## src/pkg/dtm_pkg.sv

```systemverilog
package dtm_pkg;

   // ----------------------------------------------------------------
   // Register map
   // ----------------------------------------------------------------
   localparam logic [3:0] DTM_ADDR_CTRL      = 4'h0;
   localparam logic [3:0] DTM_ADDR_LEVEL_STS = 4'h1;
   localparam logic [3:0] DTM_ADDR_LATCH_STS = 4'h2;
   localparam logic [3:0] DTM_ADDR_FATAL_STS = 4'h3;
   localparam logic [3:0] DTM_ADDR_HIST_CNT  = 4'h4;
   localparam logic [3:0] DTM_ADDR_HIST_RD   = 4'h5;
   localparam logic [3:0] DTM_ADDR_MFI_SEL   = 4'h6;

   // ----------------------------------------------------------------
   // Control register fields
   // ----------------------------------------------------------------
   localparam int DTM_CTRL_OVERLOAD_EN  = 0;
   localparam int DTM_CTRL_UNDERLOAD_EN = 1;
   localparam int DTM_CTRL_THERMAL_EN   = 2;
   localparam int DTM_CTRL_PHASE_OUT    = 3;
   localparam int DTM_CTRL_PHASE_IN     = 4;
   localparam int DTM_CTRL_FAN_ACTION   = 5;
   localparam int DTM_CTRL_DEV_EN       = 6;
   localparam int DTM_CTRL_WIRE_CHECK   = 7;
   localparam int DTM_CTRL_KEYPAD_LOSS  = 8;
   localparam int DTM_CTRL_CMD_LOSS     = 9;
   localparam int DTM_CTRL_FUSE_RATED   = 10;
   localparam int DTM_CTRL_W            = 11;
   localparam logic [DTM_CTRL_W-1:0] DTM_CTRL_RESET = 11'h000;

   // Phase setting bit positions within a phase_loss_enable_bits word
   localparam int DTM_PHASE_OUT_BIT = 1;
   localparam int DTM_PHASE_IN_BIT  = 2;

   // ----------------------------------------------------------------
   // Multi-function input codes
   // ----------------------------------------------------------------
   localparam logic [7:0] DTM_MFI_EXT_TRIP  = 8'h03;
   localparam logic [7:0] DTM_MFI_OUT_BLOCK = 8'h04;
   localparam int         DTM_MFI_N         = 8;

   // ----------------------------------------------------------------
   // Trip indices
   // ----------------------------------------------------------------
   localparam int DTM_LVL_UNDERVOLT = 0;
   localparam int DTM_LVL_OUT_BLOCK = 1;
   localparam int DTM_LVL_KEYPAD    = 2;
   localparam int DTM_LVL_CMD       = 3;
   localparam int DTM_LVL_OPT1      = 4;
   localparam int DTM_LVL_N         = 7;

   localparam int DTM_LAT_OVERLOAD  = 0;
   localparam int DTM_LAT_UNDERLOAD = 1;
   localparam int DTM_LAT_OVERCUR   = 2;
   localparam int DTM_LAT_OVERVOLT  = 3;
   localparam int DTM_LAT_PH_OUT    = 4;
   localparam int DTM_LAT_PH_IN     = 5;
   localparam int DTM_LAT_INV_THERM = 6;
   localparam int DTM_LAT_MOT_THERM = 7;
   localparam int DTM_LAT_FUSE      = 8;
   localparam int DTM_LAT_EXT       = 9;
   localparam int DTM_LAT_FAN       = 10;
   localparam int DTM_LAT_DEV       = 11;
   localparam int DTM_LAT_ENCODER   = 12;
   localparam int DTM_LAT_OVERSPD   = 13;
   localparam int DTM_LAT_PROCESS   = 14;
   localparam int DTM_LAT_N         = 15;

   localparam int DTM_FAT_N = 4;

   // History entry codes: latch index, fatal codes follow
   localparam logic [4:0] DTM_HIST_FATAL_BASE = 5'h10;

   // ----------------------------------------------------------------
   // Timing
   // ----------------------------------------------------------------
   localparam longint DTM_CLK_HZ          = 200000000;
   localparam longint DTM_KEYPAD_LOSS_MS  = 2000;
   localparam longint DTM_KEYPAD_LOSS_CYC = DTM_KEYPAD_LOSS_MS * (DTM_CLK_HZ / 1000);
   localparam longint DTM_INV_OL150_MS    = 60000;
   localparam longint DTM_INV_OL150_CYC   = DTM_INV_OL150_MS * (DTM_CLK_HZ / 1000);
   localparam longint DTM_INV_OL200_MS    = 500;
   localparam longint DTM_INV_OL200_CYC   = DTM_INV_OL200_MS * (DTM_CLK_HZ / 1000);

   // Current in percent of rated
   localparam logic [9:0] DTM_PCT_150 = 10'h096;
   localparam logic [9:0] DTM_PCT_200 = 10'h0C8;

endpackage : dtm_pkg

```

## src/verilog/dtm_history_mem.sv

```systemverilog
`timescale 1ns/1ps
module dtm_history_mem
   import dtm_pkg::*;
#(
   parameter int DEPTH = 16,
   parameter int AW    = 4
) (
   // Clock only
   input  wire logic         clk_i,
   // Write side
   input  wire logic         wr_en_i,
   input  wire logic [AW-1:0] wr_addr_i,
   input  wire logic [4:0]   wr_data_i,
   // Read side
   input  wire logic [AW-1:0] rd_addr_i,
   output logic      [4:0]   rd_data_o
);

   logic [4:0] mem_r [DEPTH];

   always_ff @(posedge clk_i) begin
      if (wr_en_i) begin
         mem_r[wr_addr_i] <= wr_data_i;
      end
   end

   always_ff @(posedge clk_i) begin
      rd_data_o <= mem_r[rd_addr_i];
   end

endmodule : dtm_history_mem

```

## src/verilog/dtm_trip_manager.sv

```systemverilog
`timescale 1ns/1ps
// Operation
// Overload above level latches a trip while overload enable is set.
// Light load within level latches underload trip while enabled.
// Output current above twice rated latches over-current trip.
// Bus undervoltage is a level trip; bus overvoltage latches.
// Phase setting bit 1 enables output, bit 2 input phase loss trips.
// Inverter thermal trip: 1 minute at 150%, 0.5 s at 200%, latched.
// Motor thermal model overheat latches a trip while enabled.
// DC fuse open latches a trip only on ratings above 30kW.
// Input with function code 3 is an external latching trip.
// Input with function code 4 blocks output while asserted.
// Memory, offset or watchdog faults raise a fatal trip.
// Fan fault latches a trip when fan action is 0.
// Speed deviation latches a trip when deviation enable is 1.
// Persistent encoder fault with wire check 1 latches a trip.
// Speed above overspeed level latches a trip.
// Process feedback held low during pre-PID latches a trip.
// Keypad silent 2 s while it commands gives a level trip.
// Non-keypad command fault gives a level trip when enabled.
// Each option slot 1 to 3 has its own level trip.
// Level trips clear with their cause and skip the history.
// Latched trips clear on reset input only after cause is gone.
// Fatal trips ignore reset input; only power cycling clears them.
// Any trip holds output block; latch and fatal trips are logged, one entry per cycle.
// Power-on reset clears trips; a present fatal cause sets again.
module dtm_trip_manager
   import dtm_pkg::*;
#(
   parameter longint KEYPAD_LOSS_CYC = DTM_KEYPAD_LOSS_CYC,
   parameter longint INV_OL150_CYC   = DTM_INV_OL150_CYC,
   parameter longint INV_OL200_CYC   = DTM_INV_OL200_CYC,
   parameter int     HIST_DEPTH      = 16,
   parameter int     HIST_AW         = 4
) (
   // Clock and power-on reset
   input  wire logic                  clk_i,
   input  wire logic                  reset_i,
   // Register port
   input  wire logic [3:0]            reg_addr_i,
   input  wire logic [31:0]           reg_wdata_i,
   input  wire logic                  reg_wr_i,
   input  wire logic                  reg_rd_i,
   output logic      [31:0]           reg_rdata_o,
   // Power stage and sensor flags
   input  wire logic                  load_over_level_i,
   input  wire logic                  load_under_level_i,
   input  wire logic [9:0]            current_pct_i,
   input  wire logic                  bus_undervolt_i,
   input  wire logic                  bus_overvolt_i,
   input  wire logic                  out_phase_lost_i,
   input  wire logic                  in_phase_lost_i,
   input  wire logic                  motor_thermal_hot_i,
   input  wire logic                  fuse_open_i,
   input  wire logic                  fan_fault_i,
   input  wire logic                  speed_dev_i,
   input  wire logic                  encoder_fault_persist_i,
   input  wire logic                  overspeed_i,
   input  wire logic                  process_low_persist_i,
   input  wire logic [DTM_FAT_N-1:0]  hw_diag_i,
   // Terminal inputs
   input  wire logic [DTM_MFI_N-1:0]  terminal_i,
   // Keypad, command and option monitors
   input  wire logic                  keypad_cmd_src_i,
   input  wire logic                  keypad_alive_i,
   input  wire logic                  command_fault_i,
   input  wire logic [2:0]            option_lost_i,
   // Trip reset input
   input  wire logic                  trip_reset_i,
   // Outputs
   output logic                       output_block_o,
   output logic                       any_trip_o
);

   // ----------------------------------------------------------------
   // Helpers
   // ----------------------------------------------------------------
   function automatic logic mfi_hit(input logic [8*DTM_MFI_N-1:0] sel,
                                    input logic [DTM_MFI_N-1:0]   pins,
                                    input logic [7:0]             code);
      logic hit;
      hit = 1'b0;
      for (int i = 0; i < DTM_MFI_N; i++) begin
         if (pins[i] && sel[8*i +: 8] == code) begin
            hit = 1'b1;
         end
      end
      return hit;
   endfunction : mfi_hit

   // ----------------------------------------------------------------
   // Configuration registers
   // ----------------------------------------------------------------
   logic [DTM_CTRL_W-1:0]    ctrl_r;
   logic [8*DTM_MFI_N-1:0]   mfi_sel_r;
   logic [HIST_AW-1:0]       hist_rd_ptr_r;

   always_ff @(posedge clk_i) begin
      if (reset_i) begin
         ctrl_r <= DTM_CTRL_RESET;
      end else if (reg_wr_i && reg_addr_i == DTM_ADDR_CTRL) begin
         ctrl_r <= reg_wdata_i[DTM_CTRL_W-1:0];
      end
   end

   always_ff @(posedge clk_i) begin
      if (reset_i) begin
         mfi_sel_r <= '0;
      end else if (reg_wr_i && reg_addr_i == DTM_ADDR_MFI_SEL) begin
         // Four slot codes in the low word; bit 31 picks the upper half, where bits 23:0 load slots 4 to 6 and slot 7 keeps its code
         if (reg_wdata_i[31]) begin
            mfi_sel_r[63:32] <= {8'h00, reg_wdata_i[23:0]} | {mfi_sel_r[63:56], 24'h000000};
         end else begin
            mfi_sel_r[31:0] <= reg_wdata_i;
         end
      end
   end

   always_ff @(posedge clk_i) begin
      if (reset_i) begin
         hist_rd_ptr_r <= '0;
      end else if (reg_wr_i && reg_addr_i == DTM_ADDR_HIST_RD) begin
         hist_rd_ptr_r <= reg_wdata_i[HIST_AW-1:0];
      end
   end

   // ----------------------------------------------------------------
   // Inverter thermal integrator
   // ----------------------------------------------------------------
   // 150% fills the budget in INV_OL150_CYC, 200% and above in INV_OL200_CYC
   localparam longint INV_BUDGET = INV_OL150_CYC * 2;
   logic [39:0] inv_heat_r;
   logic [9:0]  cur_clip;
   logic [39:0] inv_rate;
   logic        inv_therm_hot;

   always_comb begin
      cur_clip = (current_pct_i > DTM_PCT_200) ? DTM_PCT_200 : current_pct_i;
      if (cur_clip > 10'd100) begin
         inv_rate = (cur_clip >= DTM_PCT_200) ?
                    40'(INV_BUDGET / INV_OL200_CYC) :
                    40'(2 * (cur_clip - 10'd100) / 50);
      end else begin
         inv_rate = 40'd0;
      end
   end

   always_ff @(posedge clk_i) begin
      if (reset_i) begin
         inv_heat_r <= '0;
      end else if (inv_rate != 40'd0) begin
         if (inv_heat_r < 40'(INV_BUDGET)) begin
            inv_heat_r <= inv_heat_r + inv_rate;
         end
      end else if (inv_heat_r != 40'd0) begin
         inv_heat_r <= inv_heat_r - 40'd1;
      end
   end

   assign inv_therm_hot = (inv_heat_r >= 40'(INV_BUDGET));

   // ----------------------------------------------------------------
   // Keypad loss timer
   // ----------------------------------------------------------------
   logic [31:0] kp_cnt_r;
   logic        keypad_lost;

   always_ff @(posedge clk_i) begin
      if (reset_i || keypad_alive_i || !keypad_cmd_src_i) begin
         kp_cnt_r <= '0;
      end else if (kp_cnt_r < 32'(KEYPAD_LOSS_CYC)) begin
         kp_cnt_r <= kp_cnt_r + 32'd1;
      end
   end

   assign keypad_lost = (kp_cnt_r >= 32'(KEYPAD_LOSS_CYC));

   // ----------------------------------------------------------------
   // Cause vectors
   // ----------------------------------------------------------------
   logic [DTM_LVL_N-1:0] lvl_cause;
   logic [DTM_LAT_N-1:0] lat_cause;

   always_comb begin
      lvl_cause                      = '0;
      lvl_cause[DTM_LVL_UNDERVOLT]   = bus_undervolt_i;
      lvl_cause[DTM_LVL_OUT_BLOCK]   = mfi_hit(mfi_sel_r, terminal_i, DTM_MFI_OUT_BLOCK);
      lvl_cause[DTM_LVL_KEYPAD]      = keypad_lost && ctrl_r[DTM_CTRL_KEYPAD_LOSS];
      lvl_cause[DTM_LVL_CMD]         = command_fault_i && ctrl_r[DTM_CTRL_CMD_LOSS];
      lvl_cause[DTM_LVL_OPT1 +: 3]   = option_lost_i;
   end

   always_comb begin
      lat_cause = '0;
      lat_cause[DTM_LAT_OVERLOAD]  = load_over_level_i && ctrl_r[DTM_CTRL_OVERLOAD_EN];
      lat_cause[DTM_LAT_UNDERLOAD] = load_under_level_i && ctrl_r[DTM_CTRL_UNDERLOAD_EN];
      lat_cause[DTM_LAT_OVERCUR]   = current_pct_i > DTM_PCT_200;
      lat_cause[DTM_LAT_OVERVOLT]  = bus_overvolt_i;
      lat_cause[DTM_LAT_PH_OUT]    = out_phase_lost_i && ctrl_r[DTM_CTRL_PHASE_OUT];
      lat_cause[DTM_LAT_PH_IN]     = in_phase_lost_i && ctrl_r[DTM_CTRL_PHASE_IN];
      lat_cause[DTM_LAT_INV_THERM] = inv_therm_hot;
      lat_cause[DTM_LAT_MOT_THERM] = motor_thermal_hot_i && ctrl_r[DTM_CTRL_THERMAL_EN];
      lat_cause[DTM_LAT_FUSE]      = fuse_open_i && ctrl_r[DTM_CTRL_FUSE_RATED];
      lat_cause[DTM_LAT_EXT]       = mfi_hit(mfi_sel_r, terminal_i, DTM_MFI_EXT_TRIP);
      lat_cause[DTM_LAT_FAN]       = fan_fault_i && !ctrl_r[DTM_CTRL_FAN_ACTION];
      lat_cause[DTM_LAT_DEV]       = speed_dev_i && ctrl_r[DTM_CTRL_DEV_EN];
      lat_cause[DTM_LAT_ENCODER]   = encoder_fault_persist_i && ctrl_r[DTM_CTRL_WIRE_CHECK];
      lat_cause[DTM_LAT_OVERSPD]   = overspeed_i;
      lat_cause[DTM_LAT_PROCESS]   = process_low_persist_i;
   end

   // ----------------------------------------------------------------
   // Trip state
   // ----------------------------------------------------------------
   logic [DTM_LVL_N-1:0] lvl_trip_r;
   logic [DTM_LAT_N-1:0] lat_trip_r;
   logic [DTM_FAT_N-1:0] fat_trip_r;
   logic [DTM_LAT_N-1:0] lat_new;
   logic [DTM_FAT_N-1:0] fat_new;

   always_ff @(posedge clk_i) begin
      if (reset_i) begin
         lvl_trip_r <= '0;
      end else begin
         lvl_trip_r <= lvl_cause;
      end
   end

   // Set wins over clear: a cause still present keeps its bit
   always_ff @(posedge clk_i) begin
      if (reset_i) begin
         lat_trip_r <= '0;
      end else if (trip_reset_i) begin
         lat_trip_r <= lat_cause;
      end else begin
         lat_trip_r <= lat_trip_r | lat_cause;
      end
   end

   // Power-on reset is the only clear; cause re-sets it right after
   always_ff @(posedge clk_i) begin
      if (reset_i) begin
         fat_trip_r <= '0;
      end else begin
         fat_trip_r <= fat_trip_r | hw_diag_i;
      end
   end

   assign lat_new = lat_cause & ~lat_trip_r;
   assign fat_new = hw_diag_i & ~fat_trip_r;

   // ----------------------------------------------------------------
   // Fault history
   // ----------------------------------------------------------------
   // One entry per cycle: of trips raised together only one is logged, a fatal trip over any latch trip, else the lowest index
   logic [HIST_AW-1:0] hist_wr_ptr_r;
   logic [15:0]        hist_cnt_r;
   logic               hist_wr;
   logic [4:0]         hist_code;
   logic [4:0]         hist_rdata;

   always_comb begin
      hist_wr   = 1'b0;
      hist_code = 5'h00;
      for (int i = DTM_FAT_N - 1; i >= 0; i--) begin
         if (fat_new[i]) begin
            hist_wr   = 1'b1;
            hist_code = DTM_HIST_FATAL_BASE + 5'(i);
         end
      end
      for (int i = DTM_LAT_N - 1; i >= 0; i--) begin
         if (lat_new[i] && !(|fat_new)) begin
            hist_wr   = 1'b1;
            hist_code = 5'(i);
         end
      end
   end

   always_ff @(posedge clk_i) begin
      if (reset_i) begin
         hist_wr_ptr_r <= '0;
         hist_cnt_r    <= '0;
      end else if (hist_wr) begin
         hist_wr_ptr_r <= hist_wr_ptr_r + HIST_AW'(1);
         hist_cnt_r    <= hist_cnt_r + 16'd1;
      end
   end

   dtm_history_mem #(
      .DEPTH     (HIST_DEPTH),
      .AW        (HIST_AW)
   ) u_hist (
      .clk_i     (clk_i),
      .wr_en_i   (hist_wr),
      .wr_addr_i (hist_wr_ptr_r),
      .wr_data_i (hist_code),
      .rd_addr_i (hist_rd_ptr_r),
      .rd_data_o (hist_rdata)
   );

   // ----------------------------------------------------------------
   // Outputs
   // ----------------------------------------------------------------
   logic trip_any;
   assign trip_any = (|lvl_trip_r) || (|lat_trip_r) || (|fat_trip_r);

   always_ff @(posedge clk_i) begin
      if (reset_i) begin
         output_block_o <= 1'b0;
         any_trip_o     <= 1'b0;
      end else begin
         output_block_o <= trip_any || (|lvl_cause) || (|lat_cause) || (|hw_diag_i);
         any_trip_o     <= trip_any;
      end
   end

   // ----------------------------------------------------------------
   // Register read
   // ----------------------------------------------------------------
   logic       rd_hist_r;
   logic [3:0] rd_addr_r;
   logic       rd_r;
   logic [31:0] rd_word_r;

   always_ff @(posedge clk_i) begin
      if (reset_i) begin
         rd_r      <= 1'b0;
         rd_hist_r <= 1'b0;
         rd_addr_r <= 4'h0;
         rd_word_r <= 32'h00000000;
      end else begin
         rd_r      <= reg_rd_i;
         rd_hist_r <= reg_rd_i && reg_addr_i == DTM_ADDR_HIST_RD;
         rd_addr_r <= reg_addr_i;
         case (reg_addr_i)
            DTM_ADDR_CTRL:      rd_word_r <= 32'(ctrl_r);
            DTM_ADDR_LEVEL_STS: rd_word_r <= 32'(lvl_trip_r);
            DTM_ADDR_LATCH_STS: rd_word_r <= 32'(lat_trip_r);
            DTM_ADDR_FATAL_STS: rd_word_r <= 32'(fat_trip_r);
            DTM_ADDR_HIST_CNT:  rd_word_r <= {16'h0000, hist_cnt_r};
            DTM_ADDR_MFI_SEL:   rd_word_r <= mfi_sel_r[31:0];
            default:            rd_word_r <= 32'h00000000;
         endcase
      end
   end

   always_comb begin
      if (!rd_r) begin
         reg_rdata_o = 32'h00000000;
      end else if (rd_hist_r) begin
         reg_rdata_o = {11'h000, rd_addr_r == DTM_ADDR_HIST_RD, 15'h0000, hist_rdata};
      end else begin
         reg_rdata_o = rd_word_r;
      end
   end

endmodule : dtm_trip_manager

```

## config.mk

```make
export PLATFORM = sky130hd
export DESIGN_NAME = dtm_trip_manager
export DESIGN_NICKNAME = d
export VERILOG_FILES = /design/src/pkg/dtm_pkg.sv /design/src/verilog/dtm_history_mem.sv /design/src/verilog/dtm_trip_manager.sv
export SDC_FILE = /design/constraint.sdc
export NUM_CORES = 1
export LEC_CHECK = 0
export BUFFER_PORTS_ARGS = -buffer_cell sky130_fd_sc_hd__buf_4
export CORE_UTILIZATION = 40
export DETAILED_ROUTE_END_ITERATION = 7
export SYNTH_ARGS = -nofsm -noshare
export SYNTH_HDL_FRONTEND = slang
export SYNTH_SLANG_ARGS = --single-unit
```

## constraint.sdc

```tcl
create_clock -name clk_i -period 12.4 [get_ports clk_i]
set_input_delay 0 -clock clk_i [delete_from_list [all_inputs] [get_ports clk_i]]
set_output_delay 0 -clock clk_i [all_outputs]
set_load 0.05 [all_outputs]
```

==> results.rst <==
.. list-table::
   :header-rows: 1

   * - Metric
     - Value
   * - Setup repair after global routing missed its margin
     - false
   * - Design area
     - 19400 um^2
   * - Router iterations before antenna repair
     - 5
   * - Leakage dissipation
     - 7.49 nW
   * - Largest net degree at the start of global routing
     - 97
   * - Final clock skew
     - ~14 ps
   * - Clock tree from TritonCTS
     - yes
   * - Final number of hold-violating endpoints
     - 0
   * - Mapped Area
     - 16100 um^2
   * - Internal power
     - 2.15 mW
   * - Worst hold endpoint
     - mfi_sel_r[18]$_SDFFE_PP0P_
   * - Global router's overall resource usage
     - between 20% and 30%
   * - Most frequent cells in the layout
     - 270 x sky130_fd_sc_hd__nand2_1, 232 x sky130_fd_sc_hd__dfxtp_1, 185 x sky130_fd_sc_hd__nor2_1, 156 x sky130_fd_sc_hd__a21oi_1, 126 x sky130_fd_sc_hd__buf_4
   * - Net load switching power
     - 0.936 mW
   * - Net total in the final layout
     - 2078
   * - Routed vias
     - around 14000
   * - Final critical path time including I/O delays and setup
     - 10620 ps
   * - Clk pwr share
     - 35.4%
   * - Overall die height
     - 203 um
   * - Sequential fraction of design power
     - around 40%
   * - Cell Area, Placed
     - approximately 17000 um^2
   * - Hold/Removal Path Class
     - in2reg
   * - Clock edge transition at the registers on the reported setup and hold paths
     - 60 ps
   * - DRT antenna net count
     - 0
   * - Quantity of I/O buffers inserted on ports
     - 113
   * - Startpoint type of the worst setup path
     - input port
   * - Summed negative setup slack over all endpoints
     - 0 ps
   * - Tcrit/Tclk final
     - 85.7%
   * - Least setup slack across all paths after layout
     - 1780 ps
   * - Number of flip-flops and latches in the synthesized netlist
     - 312
   * - Max-Cap Viols
     - 0
   * - Largest voltage drop on the vdd net
     - 0.146 mV
   * - Total DRC errors in the routed layout
     - 0
   * - Core occupancy in the finished layout
     - 48.8%
   * - Filler cell count in the final layout
     - 3759
   * - Remaining Overflow, GRT
     - 0
   * - Buffers & Inverters on Critical Path
     - 3
   * - Synth warnings
     - 0
   * - Cell depth of the worst flop-to-flop path
     - 20
   * - Layout-stage area growth over the synthesis result
     - 20.6%
   * - Library cells used by synthesis
     - 101
   * - R2R Path End
     - inv_heat_r[38]$_SDFFE_PP0P_
   * - FF-to-FF setup slack
     - roughly 8000 ps
   * - Post-synth top flop
     - sky130_fd_sc_hd__dfxtp_1
   * - Count of final max-slew check failures
     - 0
   * - Number of enable flip-flop cells after synthesis
     - 80
   * - Core region area
     - 39700 um^2
   * - Required @ worst endpoint
     - 12770 ps
   * - Count of cells along the worst hold path
     - 5
   * - Final number of setup-violating endpoints
     - 0
   * - Number of buffers created by CTS
     - 35
   * - Maximum clock frequency
     - approximately 94 MHz
   * - Outcome
     - completed
   * - Total number of placement rows
     - 73
   * - Die Width
     - a little over 200 um
   * - Share of post-route cells with drive strength above 1
     - between 10% and 20%
   * - Number of global-route vias before repair
     - roughly 13000
   * - Crit path max fanout
     - 14
   * - Biggest cell delay along the critical path
     - approximately 490 ps
   * - Cells after synthesis
     - 1778
   * - Critical path arrival
     - approximately 11000 ps
   * - Antenna violations before repair
     - 2
   * - Die footprint
     - 41000 um^2
   * - Endpoint kind of the worst setup timing path
     - register
   * - Most common cell after layout, fill and taps aside
     - sky130_fd_sc_hd__nand2_1
   * - Area taken by multi-input logic gates
     - 8530 um^2
   * - HPWL reported at the end of detailed placement
     - 30900 um
   * - Post-Route Hold Slack
     - between 50 and 60 ps
   * - Global-route wire length before repair
     - 69200 um
   * - Register cell area after layout
     - 7050 um^2
   * - Switching share of power
     - a little under a third
   * - Weighted congestion at the end of routability-driven global placement
     - 0.911
   * - # hold bufs at CTS
     - 82
   * - Type of the worst setup path
     - in2reg
   * - PwrDens
     - about 160 nW/um^2
   * - Setup fix buffers added after clock tree synthesis
     - 0
   * - Non-Filler Instances
     - 2497
   * - Num Clock Sinks
     - approximately 310
   * - Worst reg2reg startpoint
     - inv_heat_r[0]$_SDFFE_PP0P_
   * - Number of H-tree levels
     - 2
   * - Register area share after synthesis
     - 43.8%
   * - Worst-Skew Late Latency
     - 520 ps
   * - Count of routing violations after the opening detailed-route iteration
     - 952
   * - Count of cells resized by post-cts repair
     - 0
   * - Max Root-Sink Buffers
     - 3
   * - Comb power frac
     - 25.5%
   * - Detail-routed via count per cell
     - approximately 5.5
   * - Post-synth ARST share
     - 0%
   * - Synth Net Count
     - 1912
   * - Family with the most delay on the worst path
     - compound AO/OA/AOI/OAI gates
   * - Source of the worst hold timing path
     - reg_wr_i
   * - Most numerous cell on the critical path
     - sky130_fd_sc_hd__o21ai_0
   * - Worst Tran Pin Value
     - approximately 1300 ps
   * - Cell at the root of the clock tree
     - sky130_fd_sc_hd__clkbuf_16
   * - Setup Slack @ Placement
     - 1440 ps
   * - I/O Pins
     - 116
   * - Worst-path cell with the longest stage delay
     - sky130_fd_sc_hd__nor4_2
   * - Total detailed-routing wirelength
     - 43100 um
   * - Power consumption
     - 3.08 mW
   * - Routed WL per cell
     - 17.2 um
   * - Synthesized area per cell
     - 9.05 um^2
   * - Post-Place Cells
     - 2350
   * - Slew margin rel.
     - 14.5%
   * - Initial standard-cell utilization of the core
     - 40.5%
## power groups by stage
stage / Sequential, mW / Clock [mW] / Combinational (mW)
floorplan: 1.20 / 0 / 0.628
detailed placement: 1.23 / 0 / 0.769
CTS: 1.20 / 1.11 / 0.790
global route: 1.22 / 1.15 / 0.882
global placement: 1.22 / 0 / 0.754
finish: 1.20 / 1.09 / 0.787
## tightest hold or removal path, delay by kind of cell
kind	cells	cell delay, ps
AO/OA/AOI/OAI	1	50
buffers and inverters	1	140
AND/OR/NAND/NOR	3	330
## registers in the layout (all words and copies together), names as in the netlist
| register | flops |
|---|---|
| hist_wr_ptr_r | 4 |
| hist_cnt_r | 16 |
| inv_heat_r | 40 |
| output_block_o | 1 |
| rd_r | 1 |
| u_hist.rd_data_o | 5 |
| any_trip_o | 1 |
| kp_cnt_r | 32 |
| rd_addr_r | 4 |
| rd_word_r | 31 |
| u_hist.mem_r | 80 |
| rd_hist_r | 1 |
| fat_trip_r | 4 |
| ctrl_r | 11 |
| lvl_trip_r | 7 |
| mfi_sel_r | 55 |
| hist_rd_ptr_r | 4 |
| lat_trip_r | 15 |
## how the worst max path moves through the flow
stage / slack [ps] / startpoint / depth (start not counted) / end
after global placement: 1660 / current_pct_i[2] / 45 / inv_heat_r[38]$_SDFFE_PP0P_
after CTS: 1910 / current_pct_i[2] / 46 / inv_heat_r[38]$_SDFFE_PP0P_
after detailed placement: 1440 / current_pct_i[2] / 46 / inv_heat_r[38]$_SDFFE_PP0P_
after global routing: 740 / current_pct_i[2] / 46 / inv_heat_r[38]$_SDFFE_PP0P_
final: 1780 / current_pct_i[2] / 46 / inv_heat_r[38]$_SDFFE_PP0P_
after floorplan: 3270 / current_pct_i[4] / 43 / inv_heat_r[39]$_SDFFE_PP0P_
## synthesized netlist by cell type, types with 28 or more instances
cell / count / area (um^2)
sky130_fd_sc_hd__nand3_1: 42 / 210
sky130_fd_sc_hd__edfxtp_1: 80 / 2400
sky130_fd_sc_hd__nor2_1: 188 / 706
sky130_fd_sc_hd__nor3_1: 40 / 200
sky130_fd_sc_hd__ha_1: 51 / 638
sky130_fd_sc_hd__xnor2_1: 42 / 368
sky130_fd_sc_hd__and2_1: 33 / 206
sky130_fd_sc_hd__nand2_1: 270 / 1010
sky130_fd_sc_hd__and3_1: 32 / 200
sky130_fd_sc_hd__clkbuf_1: 58 / 218
sky130_fd_sc_hd__mux2i_1: 51 / 510
sky130_fd_sc_hd__xor2_1: 33 / 289
sky130_fd_sc_hd__dfxtp_1: 232 / 4640
sky130_fd_sc_hd__a21oi_1: 156 / 781
sky130_fd_sc_hd__nor4_1: 28 / 175
sky130_fd_sc_hd__inv_1: 42 / 158
sky130_fd_sc_hd__o21ai_0: 50 / 250
## layer usage
| layer | wire, um | GRT usage [%] | part of all wire, % | vias up |
|---|---|---|---|---|
| li1 | - | - | - | 6684 |
| met1 | 19500 | 28.8 | 45 | 6463 |
| met2 | 20200 | 34.0 | 47 | 385 |
| met3 | 2280 | 2.78 | 5.3 | 85 |
| met4 | 1150 | 6.71 | 2.7 | 0 |
| met5 | 0 | 0.476 | 0 | - |
## cells by family after synthesis
family | Yosys count | share of synthesized area, %
adder cells (fa/ha/maj) | 53 | 4.15
AO/OA/AOI/OAI | 376 | 15.3
XOR/XNOR | 75 | 4.08
other | 1 | 0.0233
buffers and inverters | 124 | 3.33
multiplexers | 78 | 6.81
AND/OR/NAND/NOR | 759 | 22.5
flip-flops | 312 | 43.8
## area by class of cell
class	instances	share of cell area (%)
Clock inverter	19	1.28
Multi-Input combinational cell	1342	44.0
Antenna cell	1	0.0129
Sequential cell	312	36.3
Inverter	44	0.851
Clock buffer	45	5.02
Tap cell	525	3.39
Timing Repair Buffer	209	9.16
Power figures use the tool's default switching activity.
